### config.mk
export PLATFORM = sky130hd
export DESIGN_NAME = status_fault_report_regs
export DESIGN_NICKNAME = d
export VERILOG_FILES = /design/src/hw/status_fault_pkg.sv /design/src/hw/status_fault_report_regs.sv
export VERILOG_INCLUDE_DIRS = /design/src /design/src/hw
export SDC_FILE = /design/constraint.sdc
export NUM_CORES = 1
export LEC_CHECK = 0
export ABC_AREA = 0
export BUFFER_PORTS_ARGS = -buffer_cell sky130_fd_sc_hd__buf_4
export CAP_MARGIN = 10
export CORE_AREA = 4 4 68 70
export CTS_CLUSTER_DIAMETER = 40
export DETAILED_ROUTE_END_ITERATION = 6
export DIE_AREA = 0 0 72 74
export PLACE_DENSITY = 0.76
export SETUP_SLACK_MARGIN = 0.02
export SLEW_MARGIN = 20
export SYNTH_ARGS = -nofsm -noshare
export SYNTH_HDL_FRONTEND = slang
export SYNTH_SLANG_ARGS = --single-unit
### constraint.sdc
create_clock -name core_clk_i -period 1.5 [get_ports core_clk_i]
set_input_delay 0.075 -clock core_clk_i [delete_from_list [all_inputs] [get_ports core_clk_i]]
set_output_delay 0.075 -clock core_clk_i [all_outputs]
set_load 0.02 [all_outputs]
### src/hw/status_fault_defines.svh
// Constants of the status and fault report register set.
// Assumes inclusion by the package and by the register module.
// Operation
// RULE1: A protection action sets its latched fault bit: overvoltage 0, delayed limit 1, overheat 2, limit 6.
// RULE2: A latched fault bit stays set until the fault read query reads it, and that read clears it.
// RULE3: Fault mask bit 0 lets the latched overvoltage bit reach the fault summary.
// RULE4: Fault mask bit 1 lets the latched delayed-limit bit reach the fault summary.
// RULE5: Fault mask bits 2 and 6 let the latched overheat and limit bits reach the fault summary.
// RULE6: The controller writes zero to fault mask bits 3, 4, 5 and 7.
// RULE7: Mode bit 1 reads one when the crowbar option is fitted.
// RULE8: Mode bit 2 reads one while the external on/off input commands output off.
// RULE9: Mode bits 7 and 6 give the remote source: 00 local, 01 connector, 11 coaxial, 10 both.
// RULE10: Each error overwrites the error register, and the error query, clear command or device clear empty it.
// RULE11: The service request enable uses bits 0, 2, 3 and 4, and a request rises only for an enabled set status bit.
// RULE12: The live fault status shows the present unlatched conditions at the latched bit positions.
`ifndef STATUS_FAULT_DEFINES_SVH
`define STATUS_FAULT_DEFINES_SVH

`define FLT_OVERVOLTAGE_BIT 0
`define FLT_DELAYED_LIMIT_BIT 1
`define FLT_OVERHEAT_BIT 2
`define FLT_LIMIT_BIT 6
`define FLT_USED_MASK 8'h47

`define STB_FAULT_SUMMARY_BIT 0
`define STB_SEQUENCE_END_BIT 2
`define STB_ERROR_BIT 3
`define STB_SLAVE_BUS_BIT 4
`define SRE_USED_MASK 8'h1D

`define MODE_FAST_BIT 0
`define MODE_CROWBAR_BIT 1
`define MODE_EXT_OFF_BIT 2
`define MODE_VOLTAGE_REG_BIT 3
`define MODE_REMOTE_LO_BIT 6
`define MODE_REMOTE_HI_BIT 7

`define REG_RESET_VALUE 8'h00
`define ERR_NONE 8'h00

`define OP_READ_SRE 4'h0
`define OP_WRITE_SRE 4'h1
`define OP_READ_FAULTS 4'h2
`define OP_WRITE_FAULT_MASK 4'h3
`define OP_READ_FAULT_MASK 4'h4
`define OP_READ_LIVE 4'h5
`define OP_READ_MODE 4'h6
`define OP_READ_ERROR 4'h7
`define OP_CLEAR 4'h8
`define OP_DEVICE_CLEAR 4'h9

`endif

### src/hw/status_fault_pkg.sv
// Types of the status and fault report register set.
// Assumes the constants header is on the include path.
`include "status_fault_defines.svh"

package status_fault_pkg;

    typedef enum logic [3:0] {
        OP_READ_SRE = `OP_READ_SRE,
        OP_WRITE_SRE = `OP_WRITE_SRE,
        OP_READ_FAULTS = `OP_READ_FAULTS,
        OP_WRITE_FAULT_MASK = `OP_WRITE_FAULT_MASK,
        OP_READ_FAULT_MASK = `OP_READ_FAULT_MASK,
        OP_READ_LIVE = `OP_READ_LIVE,
        OP_READ_MODE = `OP_READ_MODE,
        OP_READ_ERROR = `OP_READ_ERROR,
        OP_CLEAR = `OP_CLEAR,
        OP_DEVICE_CLEAR = `OP_DEVICE_CLEAR
    } cmd_op_t;

    typedef struct packed {
        cmd_op_t op;
        logic [7:0] data;
    } cmd_req_t;

    typedef struct packed {
        logic limit_trip;
        logic overheat_trip;
        logic delayed_limit_trip;
        logic overvoltage_trip;
    } fault_pins_t;

    typedef struct packed {
        logic remote_j2;
        logic remote_coax;
        logic voltage_regulation;
        logic external_output_off;
        logic crowbar_fitted;
        logic fast_response_sel;
    } mode_pins_t;

endpackage

### src/hw/status_fault_report_regs.sv
// Status, fault and mode report registers behind the remote command decoder.
// Assumes one command per valid cycle from same-clock logic; fault and mode pins are asynchronous.
`timescale 1ns/1ns
`include "status_fault_defines.svh"

module status_fault_report_regs
    import status_fault_pkg::*;
(
    input wire logic core_clk_i,
    input wire logic rst_n_i,
    input wire logic cmd_valid_i,
    input wire cmd_req_t cmd_i,
    input wire fault_pins_t fault_pins_i,
    input wire mode_pins_t mode_pins_i,
    input wire logic error_valid_i,
    input wire logic [7:0] error_code_i,
    input wire logic sequence_end_i,
    input wire logic slave_bus_request_i,
    output logic rsp_valid_o,
    output logic [7:0] rsp_data_o,
    output logic [7:0] status_byte_o,
    output logic service_request_o
);

    // Two-flop synchronisers; first stage feeds only the second
    fault_pins_t fault_meta_q;
    fault_pins_t fault_sync_q;
    mode_pins_t mode_meta_q;
    mode_pins_t mode_sync_q;

    always_ff @(posedge core_clk_i) begin
        if (!rst_n_i) begin
            fault_meta_q <= '0;
            fault_sync_q <= '0;
            mode_meta_q <= '0;
            mode_sync_q <= '0;
        end else begin
            fault_meta_q <= fault_pins_i;
            fault_sync_q <= fault_meta_q;
            mode_meta_q <= mode_pins_i;
            mode_sync_q <= mode_meta_q;
        end
    end

    logic [7:0] sre_q;
    logic [7:0] sre_d;
    logic [7:0] fault_mask_q;
    logic [7:0] fault_mask_d;
    logic [7:0] latched_q;
    logic [7:0] latched_d;
    logic [7:0] error_q;
    logic [7:0] error_d;
    logic rsp_valid_q;
    logic [7:0] rsp_data_q;
    logic [7:0] rsp_data_d;
    logic [7:0] status_q;
    logic [7:0] status_d;
    logic srq_q;

    // Command decode
    wire is_read_sre = cmd_valid_i && (cmd_i.op == OP_READ_SRE);
    wire wr_sre = cmd_valid_i && (cmd_i.op == OP_WRITE_SRE);
    wire rd_faults = cmd_valid_i && (cmd_i.op == OP_READ_FAULTS);
    wire wr_fault_mask = cmd_valid_i && (cmd_i.op == OP_WRITE_FAULT_MASK);
    wire rd_fault_mask = cmd_valid_i && (cmd_i.op == OP_READ_FAULT_MASK);
    wire rd_live = cmd_valid_i && (cmd_i.op == OP_READ_LIVE);
    wire rd_mode = cmd_valid_i && (cmd_i.op == OP_READ_MODE);
    wire rd_error = cmd_valid_i && (cmd_i.op == OP_READ_ERROR);
    wire clr_cmd = cmd_valid_i && (cmd_i.op == OP_CLEAR);
    wire dev_clr = cmd_valid_i && (cmd_i.op == OP_DEVICE_CLEAR);

    // RULE12: live conditions, unlatched
    wire [7:0] live_faults = {1'b0, fault_sync_q.limit_trip, 3'b000,
                              fault_sync_q.overheat_trip, fault_sync_q.delayed_limit_trip,
                              fault_sync_q.overvoltage_trip};

    // RULE1: protection actions set latched bits; set wins over the read clear
    // RULE2: only the fault read query clears
    assign latched_d = (rd_faults ? 8'h00 : latched_q) | live_faults;

    // RULE6: unused mask positions are dropped anyway, so a careless write is harmless
    assign fault_mask_d = wr_fault_mask ? (cmd_i.data & `FLT_USED_MASK) : fault_mask_q;
    // RULE11: only the four used enable positions are stored
    assign sre_d = wr_sre ? (cmd_i.data & `SRE_USED_MASK) : sre_q;

    // RULE3: overvoltage gated by mask bit 0
    wire en_ov = latched_q[`FLT_OVERVOLTAGE_BIT] & fault_mask_q[`FLT_OVERVOLTAGE_BIT];
    // RULE4: delayed limit gated by mask bit 1
    wire en_dl = latched_q[`FLT_DELAYED_LIMIT_BIT] & fault_mask_q[`FLT_DELAYED_LIMIT_BIT];
    // RULE5: overheat and limit gated by bits 2 and 6
    wire en_oh = latched_q[`FLT_OVERHEAT_BIT] & fault_mask_q[`FLT_OVERHEAT_BIT];
    wire en_lim = latched_q[`FLT_LIMIT_BIT] & fault_mask_q[`FLT_LIMIT_BIT];
    wire fault_summary = en_ov | en_dl | en_oh | en_lim;

    // RULE10: newest error overwrites; a new error beats a same-cycle clear
    wire err_clear = rd_error | clr_cmd | dev_clr;
    assign error_d = error_valid_i ? error_code_i : (err_clear ? `ERR_NONE : error_q);

    // RULE9: remote source code from the two source inputs
    wire remote_hi = mode_sync_q.remote_coax;
    wire remote_lo = mode_sync_q.remote_j2 ^ mode_sync_q.remote_coax;
    // RULE7: crowbar bit; RULE8: external off bit
    wire [7:0] mode_word = {remote_hi, remote_lo, 2'b00,
                            mode_sync_q.voltage_regulation,
                            mode_sync_q.external_output_off,
                            mode_sync_q.crowbar_fitted,
                            mode_sync_q.fast_response_sel};

    always_comb begin
        status_d = 8'h00;
        status_d[`STB_FAULT_SUMMARY_BIT] = fault_summary;
        status_d[`STB_SEQUENCE_END_BIT] = sequence_end_i;
        status_d[`STB_ERROR_BIT] = (error_q != `ERR_NONE);
        status_d[`STB_SLAVE_BUS_BIT] = slave_bus_request_i;
    end

    // Reads return the value before any clear of the same cycle
    assign rsp_data_d = is_read_sre ? sre_q :
                        rd_faults ? latched_q :
                        rd_fault_mask ? fault_mask_q :
                        rd_live ? live_faults :
                        rd_mode ? mode_word :
                        rd_error ? error_q : 8'h00;
    wire is_read = is_read_sre | rd_faults | rd_fault_mask | rd_live | rd_mode | rd_error;

    always_ff @(posedge core_clk_i) begin
        if (!rst_n_i) begin
            sre_q <= `REG_RESET_VALUE;
            fault_mask_q <= `REG_RESET_VALUE;
            latched_q <= `REG_RESET_VALUE;
            error_q <= `ERR_NONE;
            rsp_valid_q <= 1'b0;
            rsp_data_q <= 8'h00;
            status_q <= 8'h00;
            srq_q <= 1'b0;
        end else begin
            sre_q <= sre_d;
            fault_mask_q <= fault_mask_d;
            latched_q <= latched_d;
            error_q <= error_d;
            rsp_valid_q <= is_read;
            rsp_data_q <= rsp_data_d;
            status_q <= status_d;
            // RULE11: request only for an enabled set status bit
            srq_q <= |(status_d & sre_q);
        end
    end

    assign rsp_valid_o = rsp_valid_q;
    assign rsp_data_o = rsp_data_q;
    assign status_byte_o = status_q;
    assign service_request_o = srq_q;
endmodule

# Word-level counts from Yosys, hierarchy flattened
# Index checks and enable logic that the tools add are counted.
# word_totals
ff_bits	62
input_bits	36
out_inout_bits	18
wordCells	81
# op_classes
n_eq_ne	9
n_mux	9
bitwise	18
n_reduce_logical	15
# op_table
op	n
2-to-1 mux 8 bit	8
== test 4 x 3 -> 1 bit, second input constant	4
logical AND 1 bit	10
OR 1 bit	10
== test 4 x 2 -> 1 bit, second input constant	2
== test 4 bit, second input constant	2
OR 8 x 7 -> 8 bit	1
nonzero test 8 bit	1
OR reduction 8 bit	1
bitwise AND 5 bit	1
2-to-1 mux 5 bit	1
bitwise AND 1 bit	4
== test 4 x 1 -> 1 bit, second input constant	1
logical NOT 4 bit	1
nonzero test 2 bit	1
OR reduction 2 bit	1
inverter 1 bit	1
bitwise XOR 1 bit	1

# Logic depth before layout (Yosys ltp)
# Gate-level depths: netlist (run 1).
# depth
depth_word	8
depth_mapped	6
mapped_depth_nobuf	4

# Worst setup path before layout (run 1)
# No wires, ideal clock.
# synth_path
path_type	reg2reg
from	register mode_sync_q, in the netlist remote_hi
to	register rsp_data_q[6], in the netlist rsp_data_o[6]
setup_time_ps	137
arrival_time_ps	1076
required_time_ps	1363
slack_ps	287
stages_incl_launch_ff	5
path_buffers	0
period_less_slack_ps	1213
cell_sequence	dfxtp_1 > xor2_1 > mux4_2 > a22oi_1 > a211oi_1
# synth_between
elab_chain_cells	5
# synth_rtl
item	line	text
start, declared	status_fault_report_regs.sv:29	mode_pins_t mode_sync_q;
start signal, assigned	status_fault_report_regs.sv:41	mode_sync_q <= mode_meta_q;
bitwise XOR 1 bit	status_fault_report_regs.sv:101	wire remote_lo = mode_sync_q.remote_j2 ^ mode_sync_q.remote_coax;
2-to-1 mux 8 bit	status_fault_report_regs.sv:122	rd_mode ? mode_word :
2-to-1 mux 8 bit	status_fault_report_regs.sv:121	rd_live ? live_faults :
2-to-1 mux 8 bit	status_fault_report_regs.sv:120	rd_fault_mask ? fault_mask_q :
2-to-1 mux 8 bit	status_fault_report_regs.sv:119	rd_faults ? latched_q :
end signal, assigned	status_fault_report_regs.sv:142	rsp_data_q <= rsp_data_d;
end, declared	status_fault_report_regs.sv:54	logic [7:0] rsp_data_q;
# No other way between the ends.
# A chain may end at the register's enable or synchronous reset.

# Worst setup path in the final report (run 1)
# layout_path
from	register error_q[7]
to	register srq_q, in the netlist service_request_o
# layout_between
elab_chain_cells	3
# layout_rtl
item	line	text
start, declared	status_fault_report_regs.sv:51	logic [7:0] error_q;
start signal, assigned	status_fault_report_regs.sv:131	error_q <= `ERR_NONE;
start signal, assigned	status_fault_report_regs.sv:140	error_q <= error_d;
nonzero test 8 bit (no source line)	--	
bitwise AND 5 bit	status_fault_report_regs.sv:145	srq_q <= |(status_d & sre_q);
OR reduction 8 bit	status_fault_report_regs.sv:145	
end signal, assigned	status_fault_report_regs.sv:145	
end, declared	status_fault_report_regs.sv:58	logic srq_q;
# No other way between the ends.

==> impl_metrics.env, run 1 <==
export IMPL_crit_fanout=3
export IMPL_num_antenna_cells=0
export IMPL_p_leak_uw=0.00112
export IMPL_drv_slew=0
export IMPL_cp_required_ns=1.69
export IMPL_ant_nets=0
export IMPL_max_cap_violations=0
export IMPL_route_detailed_drc=0
export IMPL_ios=54
export IMPL_setup_viol=0
export IMPL_ys_types=36
export IMPL_initialDrtViolationCount=87
export IMPL_yosysTopAreaCell="dfxtp_1"
export IMPL_wl_um=4100
export IMPL_grt_pass1_wl_um=6780
export IMPL_hold_depth=3
export IMPL_netlist_top_cells_area="dfxtp_1 (54%), and2_1 (6.9%), mux2i_1 (6.0%), a22o_1 (3.5%), mux4_2 (3.4%)"
export IMPL_synth_top_area_frac=0.543
export IMPL_power_share_combinational=0.114
export IMPL_die_h_um=74
export IMPL_worst_ir_drop_vdd_mv=0.915
export IMPL_worstReg2RegStart="error_q[7]$_SDFFE_PN0P_"
export IMPL_max_freq_ghz=0.745
export IMPL_holdWs_ns=0.00439
export IMPL_yosysWarningCount=0
export IMPL_drive_above_1_share=0.266
export IMPL_post_drt_wl_per_cell_um=13.7
export IMPL_cts_hold_buf=20
export IMPL_routed_via_count=1522
export IMPL_regToRegEndpoint="service_request_o$_SDFF_PN0_"
export IMPL_firstDrtPassIters=4
export IMPL_avgViaCountPerCell=5.11
export IMPL_coreArea_um2=3970
export IMPL_gr_total_overflow=0
export IMPL_clk_latency_ns=0.30
export IMPL_place_gp_congestion=0.852
export IMPL_power_net_switching_uw=582
export IMPL_clockPowerShare=0.305
export IMPL_syn_avg_cell_area_um2=10.9
export IMPL_port_buffers=47
export IMPL_powerDensity_nw_per_um2=995
export IMPL_hold_class="input port to flip-flop"
export IMPL_initial_core_util=0.501
export IMPL_htree_levels=2
export IMPL_die_area_um2=5330
export IMPL_post_route_period_util=0.894
export IMPL_reg2reg_slack_ns=0.16
export IMPL_cts_setup_buffers=0
export IMPL_cp_arrival_ns=1.53
export IMPL_holdPathEnd="fault_mask_q[1]$_SDFFE_PN0P_"
export IMPL_p_seq_frac=0.581
export IMPL_antenna_found_initial=0
export IMPL_clock_path_buffers=2
export IMPL_p_int_uw=2030
export IMPL_rsz0062_at_grt="no"
export IMPL_slowest_stage="nor4_1"
export IMPL_ys_ff_latch=54
export IMPL_hpwl_um=2820
export IMPL_areaGrowthSynthToFinish_pct=31.7
export IMPL_cpPeakStageDelay_ns=0.37
export IMPL_crit_chain="nor4_1 -> a21oi_1 -> a221o_1"
export IMPL_hp_start="cmd_i[1]"
export IMPL_synth_cells=183
export IMPL_rows=23
export IMPL_syn_area_um2=1990
export IMPL_hold_violations=0
export IMPL_status="complete, no violations"
export IMPL_ctsResizeCount=0
export IMPL_critPathCaptureType="flip-flop"
export IMPL_startpoint_type="flip-flop"
export IMPL_critPathKind="flip-flop to flip-flop"
export IMPL_cts_buffers=5
export IMPL_swShare=0.223
export IMPL_fin_skew_ns=0.0114
export IMPL_cts_tree="done"
export IMPL_cts_sinks=54
export IMPL_min_period_ns=1.34
export IMPL_clkTransAtPathRegs_ns=0.09
export IMPL_ys_seq_area_frac=0.543
export IMPL_fin_nets=283
export IMPL_grt_pass1_vias=1478
export IMPL_die_width_um=72
export IMPL_reg2reg_depth=3
export IMPL_grtUsageTotal=0.170
export IMPL_grt_max_degree=18
export IMPL_finalSetupTns_ns=0
export IMPL_n_fill_cell=331
export IMPL_clk_root_buffer_cell="clkbuf_8"
-- kinds of logic (layout without fill, tap and decap cells) --
kind of cell	Yosys count	count (layout)	synth area share
and+or+nand+nor	63	63	0.180
DFF	54	54	0.543
AOI/OAI and AO/OA	30	30	0.112
buffers and inverters	18	80	0.0591
muxes	16	16	0.0999
other	1	4	0.00188
xor gates and xnor gates	1	1	0.00440
-- flip-flops by register name (all words and copies together), names as in the netlist --
signal	count
fault_sync_q	4
service_request_o	1
rsp_data_o	8
latched_q	4
status_byte_o	4
error_q	8
sre_q	4
rsp_valid_o	1
fault_meta_q	4
mode_meta_q	6
fault_mask_q	4
remote_hi	1
mode_sync_q	5
-- cells in the mapped netlist (all sizes together) --
library cell / count
dfxtp: 54
and2: 24
nor2: 17
mux2i: 12
buf: 11
a21oi: 8
a22o: 8
nand3: 7
clkbuf: 5
o21ai: 5
a22oi: 4
nand2: 4
a211oi: 3
mux4: 3
inv: 2
nand4: 2
nor4: 2
a221o: 1
a32oi: 1
and4: 1
conb: 1
mux2: 1
nand2b: 1
nand3b: 1
nand4b: 1
nor2b: 1
nor3: 1
nor4b: 1
xor2: 1
-- how the worst max path moves through the flow --
| stage | from | end | slack [ns] | cells past startpoint |
|---|---|---|---|---|
| 5_1_grt | error_q[7]$_SDFFE_PN0P_ | service_request_o$_SDFF_PN0_ | 0.03 | 3 |
| 4_1_cts | error_q[0]$_SDFFE_PN0P_ | service_request_o$_SDFF_PN0_ | 0.19 | 3 |
| 2_1_floorplan | remote_hi$_SDFF_PN0_ | rsp_data_o[6]$_SDFF_PP0_ | 0.29 | 4 |
| 3_5_place_dp | error_q[0]$_SDFFE_PN0P_ | service_request_o$_SDFF_PN0_ | 0.22 | 3 |
| 6_report | error_q[7]$_SDFFE_PN0P_ | service_request_o$_SDFF_PN0_ | 0.16 | 3 |
| 3_3_place_gp | error_q[7]$_SDFFE_PN0P_ | service_request_o$_SDFF_PN0_ | 0.20 | 3 |
-- cells in the final DEF, fill, tap and decap left out, drive strengths merged, types with 2 or more instances in the layout --
master,Yosys,routed
a22oi,4,4
a22o,8,8
dfxtp,54,54
nand3,7,7
conb,1,4
o21ai,5,5
mux4,3,3
nand2,4,4
dlygate4sd3,0,20
and2,24,24
a21oi,8,8
clkbuf,5,7
nor2,17,17
mux2i,12,12
a211oi,3,3
inv,2,2
buf,11,50
nor4,2,2
nand4,2,2
-- through the flow --
step	instances	area [um2]	util	setup WS (ns)	power, uW
3_3_place_gp	270	2330	0.587	0.201	1800
6_report	298	2620	0.660	0.158	2610
3_5_place_dp	270	2330	0.587	0.217	1800
5_1_grt	298	2620	0.660	0.0329	2730
2_1_floorplan	186	2000	-	0.287	1700
4_1_cts	298	2620	0.660	0.189	2620
-- critical path, delay by kind of cell, from the launching register on --
family	cells	cell delay, ns
DFF	1	0.33
AOI/OAI and AO/OA	2	0.53
and+or+nand+nor	1	0.37
-- power by group through the flow --
stage / combinational, uW / clock, uW / sequential [uW]
final: 298 / 796 / 1510
after global placement: 248 / 0 / 1550
after floorplan: 148 / 0 / 1550
after detailed placement: 253 / 0 / 1550
after global routing: 327 / 882 / 1520
after CTS: 296 / 814 / 1510
-- routing by layer --
layer,vias up,wire length [um],global-route usage,part of all wire
met5,-,0,0,0
met4,0,65,0.0668,0.016
met3,5,341,0.0554,0.083
met2,64,2090,0.292,0.51
met1,703,1600,0.198,0.39
li1,750,-,-,-
-- cell type report --
cell class                      count  area (um2)  share of cell area
Sequential cell                    54        1080               0.412
Multi-Input combinational cell    114         803               0.306
Clock inverter                      1        5.00             0.00191
Timing Repair Buffer               70         576               0.220
Inverter                            2        7.51             0.00286
Tap cell                           50        62.6              0.0239
Clock buffer                        7        86.3              0.0329
No activity file was read; power rests on OpenSTA's default activity.
==> run 2, diff against run 1 <==
--- a/config.mk
+++ b/config.mk
@@ -13,7 +13,7 @@
 export CTS_CLUSTER_DIAMETER = 40
 export DETAILED_ROUTE_END_ITERATION = 6
 export DIE_AREA = 0 0 72 74
-export PLACE_DENSITY = 0.76
+export PLACE_DENSITY = 0.78
 export SETUP_SLACK_MARGIN = 0.02
 export SLEW_MARGIN = 20
 export SYNTH_ARGS = -nofsm -noshare
==> run 2 against run 1 <==
Sequential share of layout area down 0.12 points. Utilization grew 0.19 points. Critical path depth did not move. Final area increased by 0.29%. Clock-buffer cell count did not move. Register-to-register slack better by 0.07 ns. Sequential power is essentially flat. Global-route usage down 0.68 points. Setup slack improved by 0.066 ns. Clock skew shrank 0.0052 ns. Wire length increased by 2.1%. Die area stayed put. Critical path type unchanged.
==> impl_metrics.env, run 2 (same netlist as run 1, synthesis figures left out) <==
export IMPL_min_period_ns=1.28
export IMPL_antenna_found_initial=0
export IMPL_critPathCaptureType="flip-flop"
export IMPL_post_route_period_util=0.850
export IMPL_rsz0062_at_grt="no"
export IMPL_clkTransAtPathRegs_ns=0.09
export IMPL_grt_pass1_wl_um=6600
export IMPL_wl_um=4180
export IMPL_cts_tree="done"
export IMPL_avgViaCountPerCell=5.06
export IMPL_powerDensity_nw_per_um2=995
export IMPL_rows=23
export IMPL_grt_max_degree=18
export IMPL_critPathKind="flip-flop to flip-flop"
export IMPL_route_detailed_drc=0
export IMPL_die_area_um2=5330
export IMPL_ios=54
export IMPL_crit_fanout=3
export IMPL_hold_violations=0
export IMPL_worst_ir_drop_vdd_mv=0.777
export IMPL_clk_root_buffer_cell="clkbuf_8"
export IMPL_port_buffers=47
export IMPL_met3_usage=0.0514
export IMPL_final_common_cell="dfxtp_1"
export IMPL_routed_via_count=1513
export IMPL_cts_hold_buf=19
export IMPL_clk_latency_ns=0.30
export IMPL_drive_above_1_share=0.269
export IMPL_cts_sinks=54
export IMPL_hpwl_um=2960
export IMPL_areaGrowthSynthToFinish_pct=32.1
export IMPL_p_leak_uw=0.00113
export IMPL_coreArea_um2=3970
export IMPL_num_antenna_cells=0
export IMPL_setup_viol=0
export IMPL_grt_pass1_vias=1401
export IMPL_n_fill_cell=311
export IMPL_cp_arrival_ns=1.47
export IMPL_max_freq_ghz=0.784
export IMPL_die_h_um=74
export IMPL_place_gp_congestion=0.887
export IMPL_finalSetupTns_ns=0
export IMPL_drv_slew=0
export IMPL_initial_core_util=0.501
export IMPL_startpoint_type="flip-flop"
export IMPL_initialDrtViolationCount=114
export IMPL_post_drt_wl_per_cell_um=14.0
export IMPL_reg2reg_slack_ns=0.22
export IMPL_fin_nets=284
export IMPL_grt_busiest_layer="met2"
export IMPL_grtUsageMet1=0.203
export IMPL_max_cap_violations=0
export IMPL_fin_skew_ns=0.00617
export IMPL_cts_buffers=5
export IMPL_status="complete, no violations"
export IMPL_die_width_um=72
export IMPL_register_area_um2=1080
export IMPL_ant_nets=0
export IMPL_firstDrtPassIters=4
export IMPL_grt_use_met2=0.263
export IMPL_cp_required_ns=1.70
export IMPL_cts_setup_buffers=0
export IMPL_holdWs_ns=0.0116
export IMPL_gr_total_overflow=0
export IMPL_multiInputGateArea_um2=803
export IMPL_ctsResizeCount=0
export IMPL_final_cell_mix="dfxtp_1 (54), buf_4 (51), and2_1 (22), dlygate4sd3_1 (20), nor2_1 (17)"
export IMPL_clock_path_buffers=2
export IMPL_htree_levels=2
export IMPL_grtUsageTotal=0.163
export IMPL_hold_class="input port to flip-flop"
-- run 2: cell type report --
cell class | count | area share
flip-flops and latches | 54 | 0.411
multi-input cells | 114 | 0.306
repair buffers | 71 | 0.222
clock buffers | 7 | 0.0328
well taps | 50 | 0.0238
inverters | 2 | 0.00286
clock inverters | 1 | 0.00190
-- run 2: final timing paths --
path,endpoint,startpoint,cells after the start
setup reg to reg,service_request_o$_SDFF_PN0_,error_q[0]$_SDFFE_PN0P_,3
hold reg to reg,fault_sync_q[1]$_SDFF_PN0_,fault_meta_q[1]$_SDFF_PN0_,1
setup / recovery,service_request_o$_SDFF_PN0_,error_q[0]$_SDFFE_PN0P_,3
hold / removal,fault_mask_q[1]$_SDFFE_PN0P_,cmd_i[1],3
-- run 2: worst max-delay path: stages (launching register included) --
cell and delay, ns:
dfxtp_1 0.34, nor4_1 0.31, a21oi_1 0.17, a221o_1 0.36
-- run 2: report_power, final --
group | internal, uW | total, uW | leakage, uW | switching, uW
combinational | 167 | 299 | 0.000637 | 132
sequential | 1490 | 1520 | 0.000443 | 28.1
clock | 373 | 801 | 0.0000482 | 428
-- run 2: layer usage --
| layer | part of all wire | vias up |
|---|---|---|
| li1 | - | 751 |
| met1 | 0.42 | 699 |
| met2 | 0.49 | 51 |
| met3 | 0.070 | 12 |
| met4 | 0.022 | 0 |
| met5 | 0 | - |
-- run 2: through the flow --
stage                     power [uW]   util  cells  area (um2)  worst slack [ns]
after floorplan                 1700      -    186        2000             0.287
after global placement          1800  0.589    271        2340             0.208
after detailed placement        1800  0.589    271        2340             0.249
after CTS                       2620  0.659    298        2620             0.231
after global routing            2730  0.662    299        2630             0.117
final                           2620  0.662    299        2630             0.224
==> run 3, diff against run 2 <==
--- a/config.mk
+++ b/config.mk
@@ -13,8 +13,10 @@
 export CTS_CLUSTER_DIAMETER = 40
 export DETAILED_ROUTE_END_ITERATION = 6
 export DIE_AREA = 0 0 72 74
+export MAX_ROUTING_LAYER = met4
 export PLACE_DENSITY = 0.78
-export SETUP_SLACK_MARGIN = 0.02
+export RECOVER_POWER = 50
+export SETUP_SLACK_MARGIN = 0.2
 export SLEW_MARGIN = 20
 export SYNTH_ARGS = -nofsm -noshare
 export SYNTH_HDL_FRONTEND = slang
==> run 3 against run 2 <==
Sequential cell count stayed put. Maximum frequency is 0.45% higher. Critical endpoint is now rsp_data_o[6]$_SDFF_PP0_. Via count is 0.79% higher. Worst hold slack worse by 0.0013 ns. Clock skew is 0.0011 ns higher. Total power hardly changed. Largest power group unchanged. Sequential power hardly changed. Die area stayed put. Clock-buffer cell count stayed put.
==> impl_metrics.env, run 3 (same netlist as run 1, synthesis figures left out) <==
export IMPL_grt_use_met2=0.263
export IMPL_clockPowerShare=0.305
export IMPL_rsz0062_at_grt="no"
export IMPL_critPathKind="flip-flop to flip-flop"
export IMPL_setup_viol=0
export IMPL_firstDrtPassIters=4
export IMPL_drive_above_1_share=0.273
export IMPL_fin_total_pwr_uw=2620
export IMPL_p_int_uw=2030
export IMPL_finalSetupTns_ns=0
export IMPL_num_antenna_cells=0
export IMPL_post_drt_wl_per_cell_um=14.3
export IMPL_fin_nets=284
export IMPL_cp_arrival_ns=1.43
export IMPL_crit_fanout=2
export IMPL_grtUsageMet1=0.205
export IMPL_p_seq_frac=0.580
export IMPL_final_common_cell="dfxtp_1"
export IMPL_port_buffers=47
export IMPL_final_cell_mix="dfxtp_1 (54), buf_4 (35), dlygate4sd3_1 (20), and2_1 (19), nor2_1 (17)"
export IMPL_place_inst=271
export IMPL_power_share_combinational=0.115
export IMPL_swShare=0.225
export IMPL_clk_latency_ns=0.30
export IMPL_powerDensity_nw_per_um2=995
export IMPL_initial_core_util=0.501
export IMPL_cts_tree="done"
export IMPL_relSlewSlack=0.566
export IMPL_routed_via_count=1525
export IMPL_initialDrtViolationCount=122
export IMPL_hpwl_um=2960
export IMPL_rows=23
export IMPL_antenna_found_initial=0
export IMPL_clkTransAtPathRegs_ns=0.09
export IMPL_hold_class="input port to flip-flop"
export IMPL_die_h_um=74
export IMPL_grt_busiest_layer="met2"
export IMPL_cp_required_ns=1.66
export IMPL_cts_buffers=5
export IMPL_power_net_switching_uw=588
export IMPL_areaGrowthSynthToFinish_pct=32.0
export IMPL_coreArea_um2=3970
export IMPL_post_route_period_util=0.847
export IMPL_die_width_um=72
export IMPL_ant_nets=0
export IMPL_fin_skew_ns=0.00725
export IMPL_stdcell_area_um2=2630
export IMPL_critPathCaptureType="flip-flop"
export IMPL_gr_total_overflow=0
export IMPL_met3_usage=0.0486
export IMPL_max_cap_violations=0
export IMPL_min_period_ns=1.27
export IMPL_cts_sinks=54
export IMPL_grtUsageTotal=0.168
export IMPL_startpoint_type="flip-flop"
export IMPL_status="complete, no violations"
export IMPL_worst_ir_drop_vdd_mv=0.778
export IMPL_max_freq_ghz=0.788
export IMPL_wl_um=4280
export IMPL_p_leak_uw=0.00111
export IMPL_clk_root_buffer_cell="clkbuf_8"
export IMPL_grt_pass1_vias=1401
export IMPL_placed_cell_area_um2=2340
export IMPL_tightest_slew_ns=0.649
export IMPL_grt_pass1_wl_um=6600
export IMPL_avgViaCountPerCell=5.10
export IMPL_clock_path_buffers=2
export IMPL_place_gp_congestion=0.901
export IMPL_ios=54
export IMPL_grt_max_degree=18
export IMPL_route_detailed_drc=0
export IMPL_drv_slew=0
export IMPL_hold_violations=0
export IMPL_die_area_um2=5330
export IMPL_htree_levels=2
export IMPL_fin_cells=299
==> run 3: worst paths after layout <==
| path | from | end | slack (ns) | cells past startpoint |
|---|---|---|---|---|
| max | remote_hi$_SDFF_PN0_ | rsp_data_o[6]$_SDFF_PP0_ | 0.23 | 4 |
| min | cmd_i[1] | fault_mask_q[1]$_SDFFE_PN0P_ | 0.01 | 3 |
| max reg2reg | remote_hi$_SDFF_PN0_ | rsp_data_o[6]$_SDFF_PP0_ | 0.23 | 4 |
| min reg2reg | fault_meta_q[1]$_SDFF_PN0_ | fault_sync_q[1]$_SDFF_PN0_ | 0.44 | 1 |
==> run 3: worst max-delay path: stages, from the launching register on <==
cell      delay [ns]
dfxtp_1         0.33
xor2_1          0.16
mux4_2          0.46
a22oi_2         0.13
a211oi_1        0.06
==> run 3: cell type report <==
type / instances / area (um2)
fillers: 310 / 1340
flip-flops and latches: 54 / 1080
multi-input cells: 114 / 816
repair buffers: 71 / 569
clock buffers: 7 / 86.3
well taps: 50 / 62.6
inverters: 2 / 7.51
clock inverters: 1 / 5.00
==> run 3: routing by layer <==
metal	part of all wire	vias up
met5	0	-
met4	0.017	0
met3	0.064	9
met2	0.50	46
met1	0.42	718
li1	-	752
==> run 3: power groups by stage <==
stage                     logic [uW]  registers [uW]  clock network, uW
after global routing             325            1520                883
after floorplan                  148            1550                  0
after CTS                        295            1510                810
final                            301            1520                797
after detailed placement         255            1550                  0
after global placement           250            1550                  0
==> run 3: repair_timing <==
item                                    CTS  global route
hold buffers                             19             1
buffers inserted                          0             0
resized for setup                         0             4
endpoints found under the setup margin    0             2
endpoints found under the hold margin    19             1
==> run 3: per-stage QoR <==
| stage | worst slack (ns) | utilization | hold WS (ns) |
|---|---|---|---|
| detailed placement | 0.249 | 0.589 | 0.285 |
| finish | 0.230 | 0.662 | 0.0103 |
| floorplan | 0.287 | - | 0.202 |
| CTS | 0.231 | 0.659 | 0.00158 |
| global placement | 0.208 | 0.589 | 0.283 |
| global route | 0.186 | 0.662 | 0.00220 |
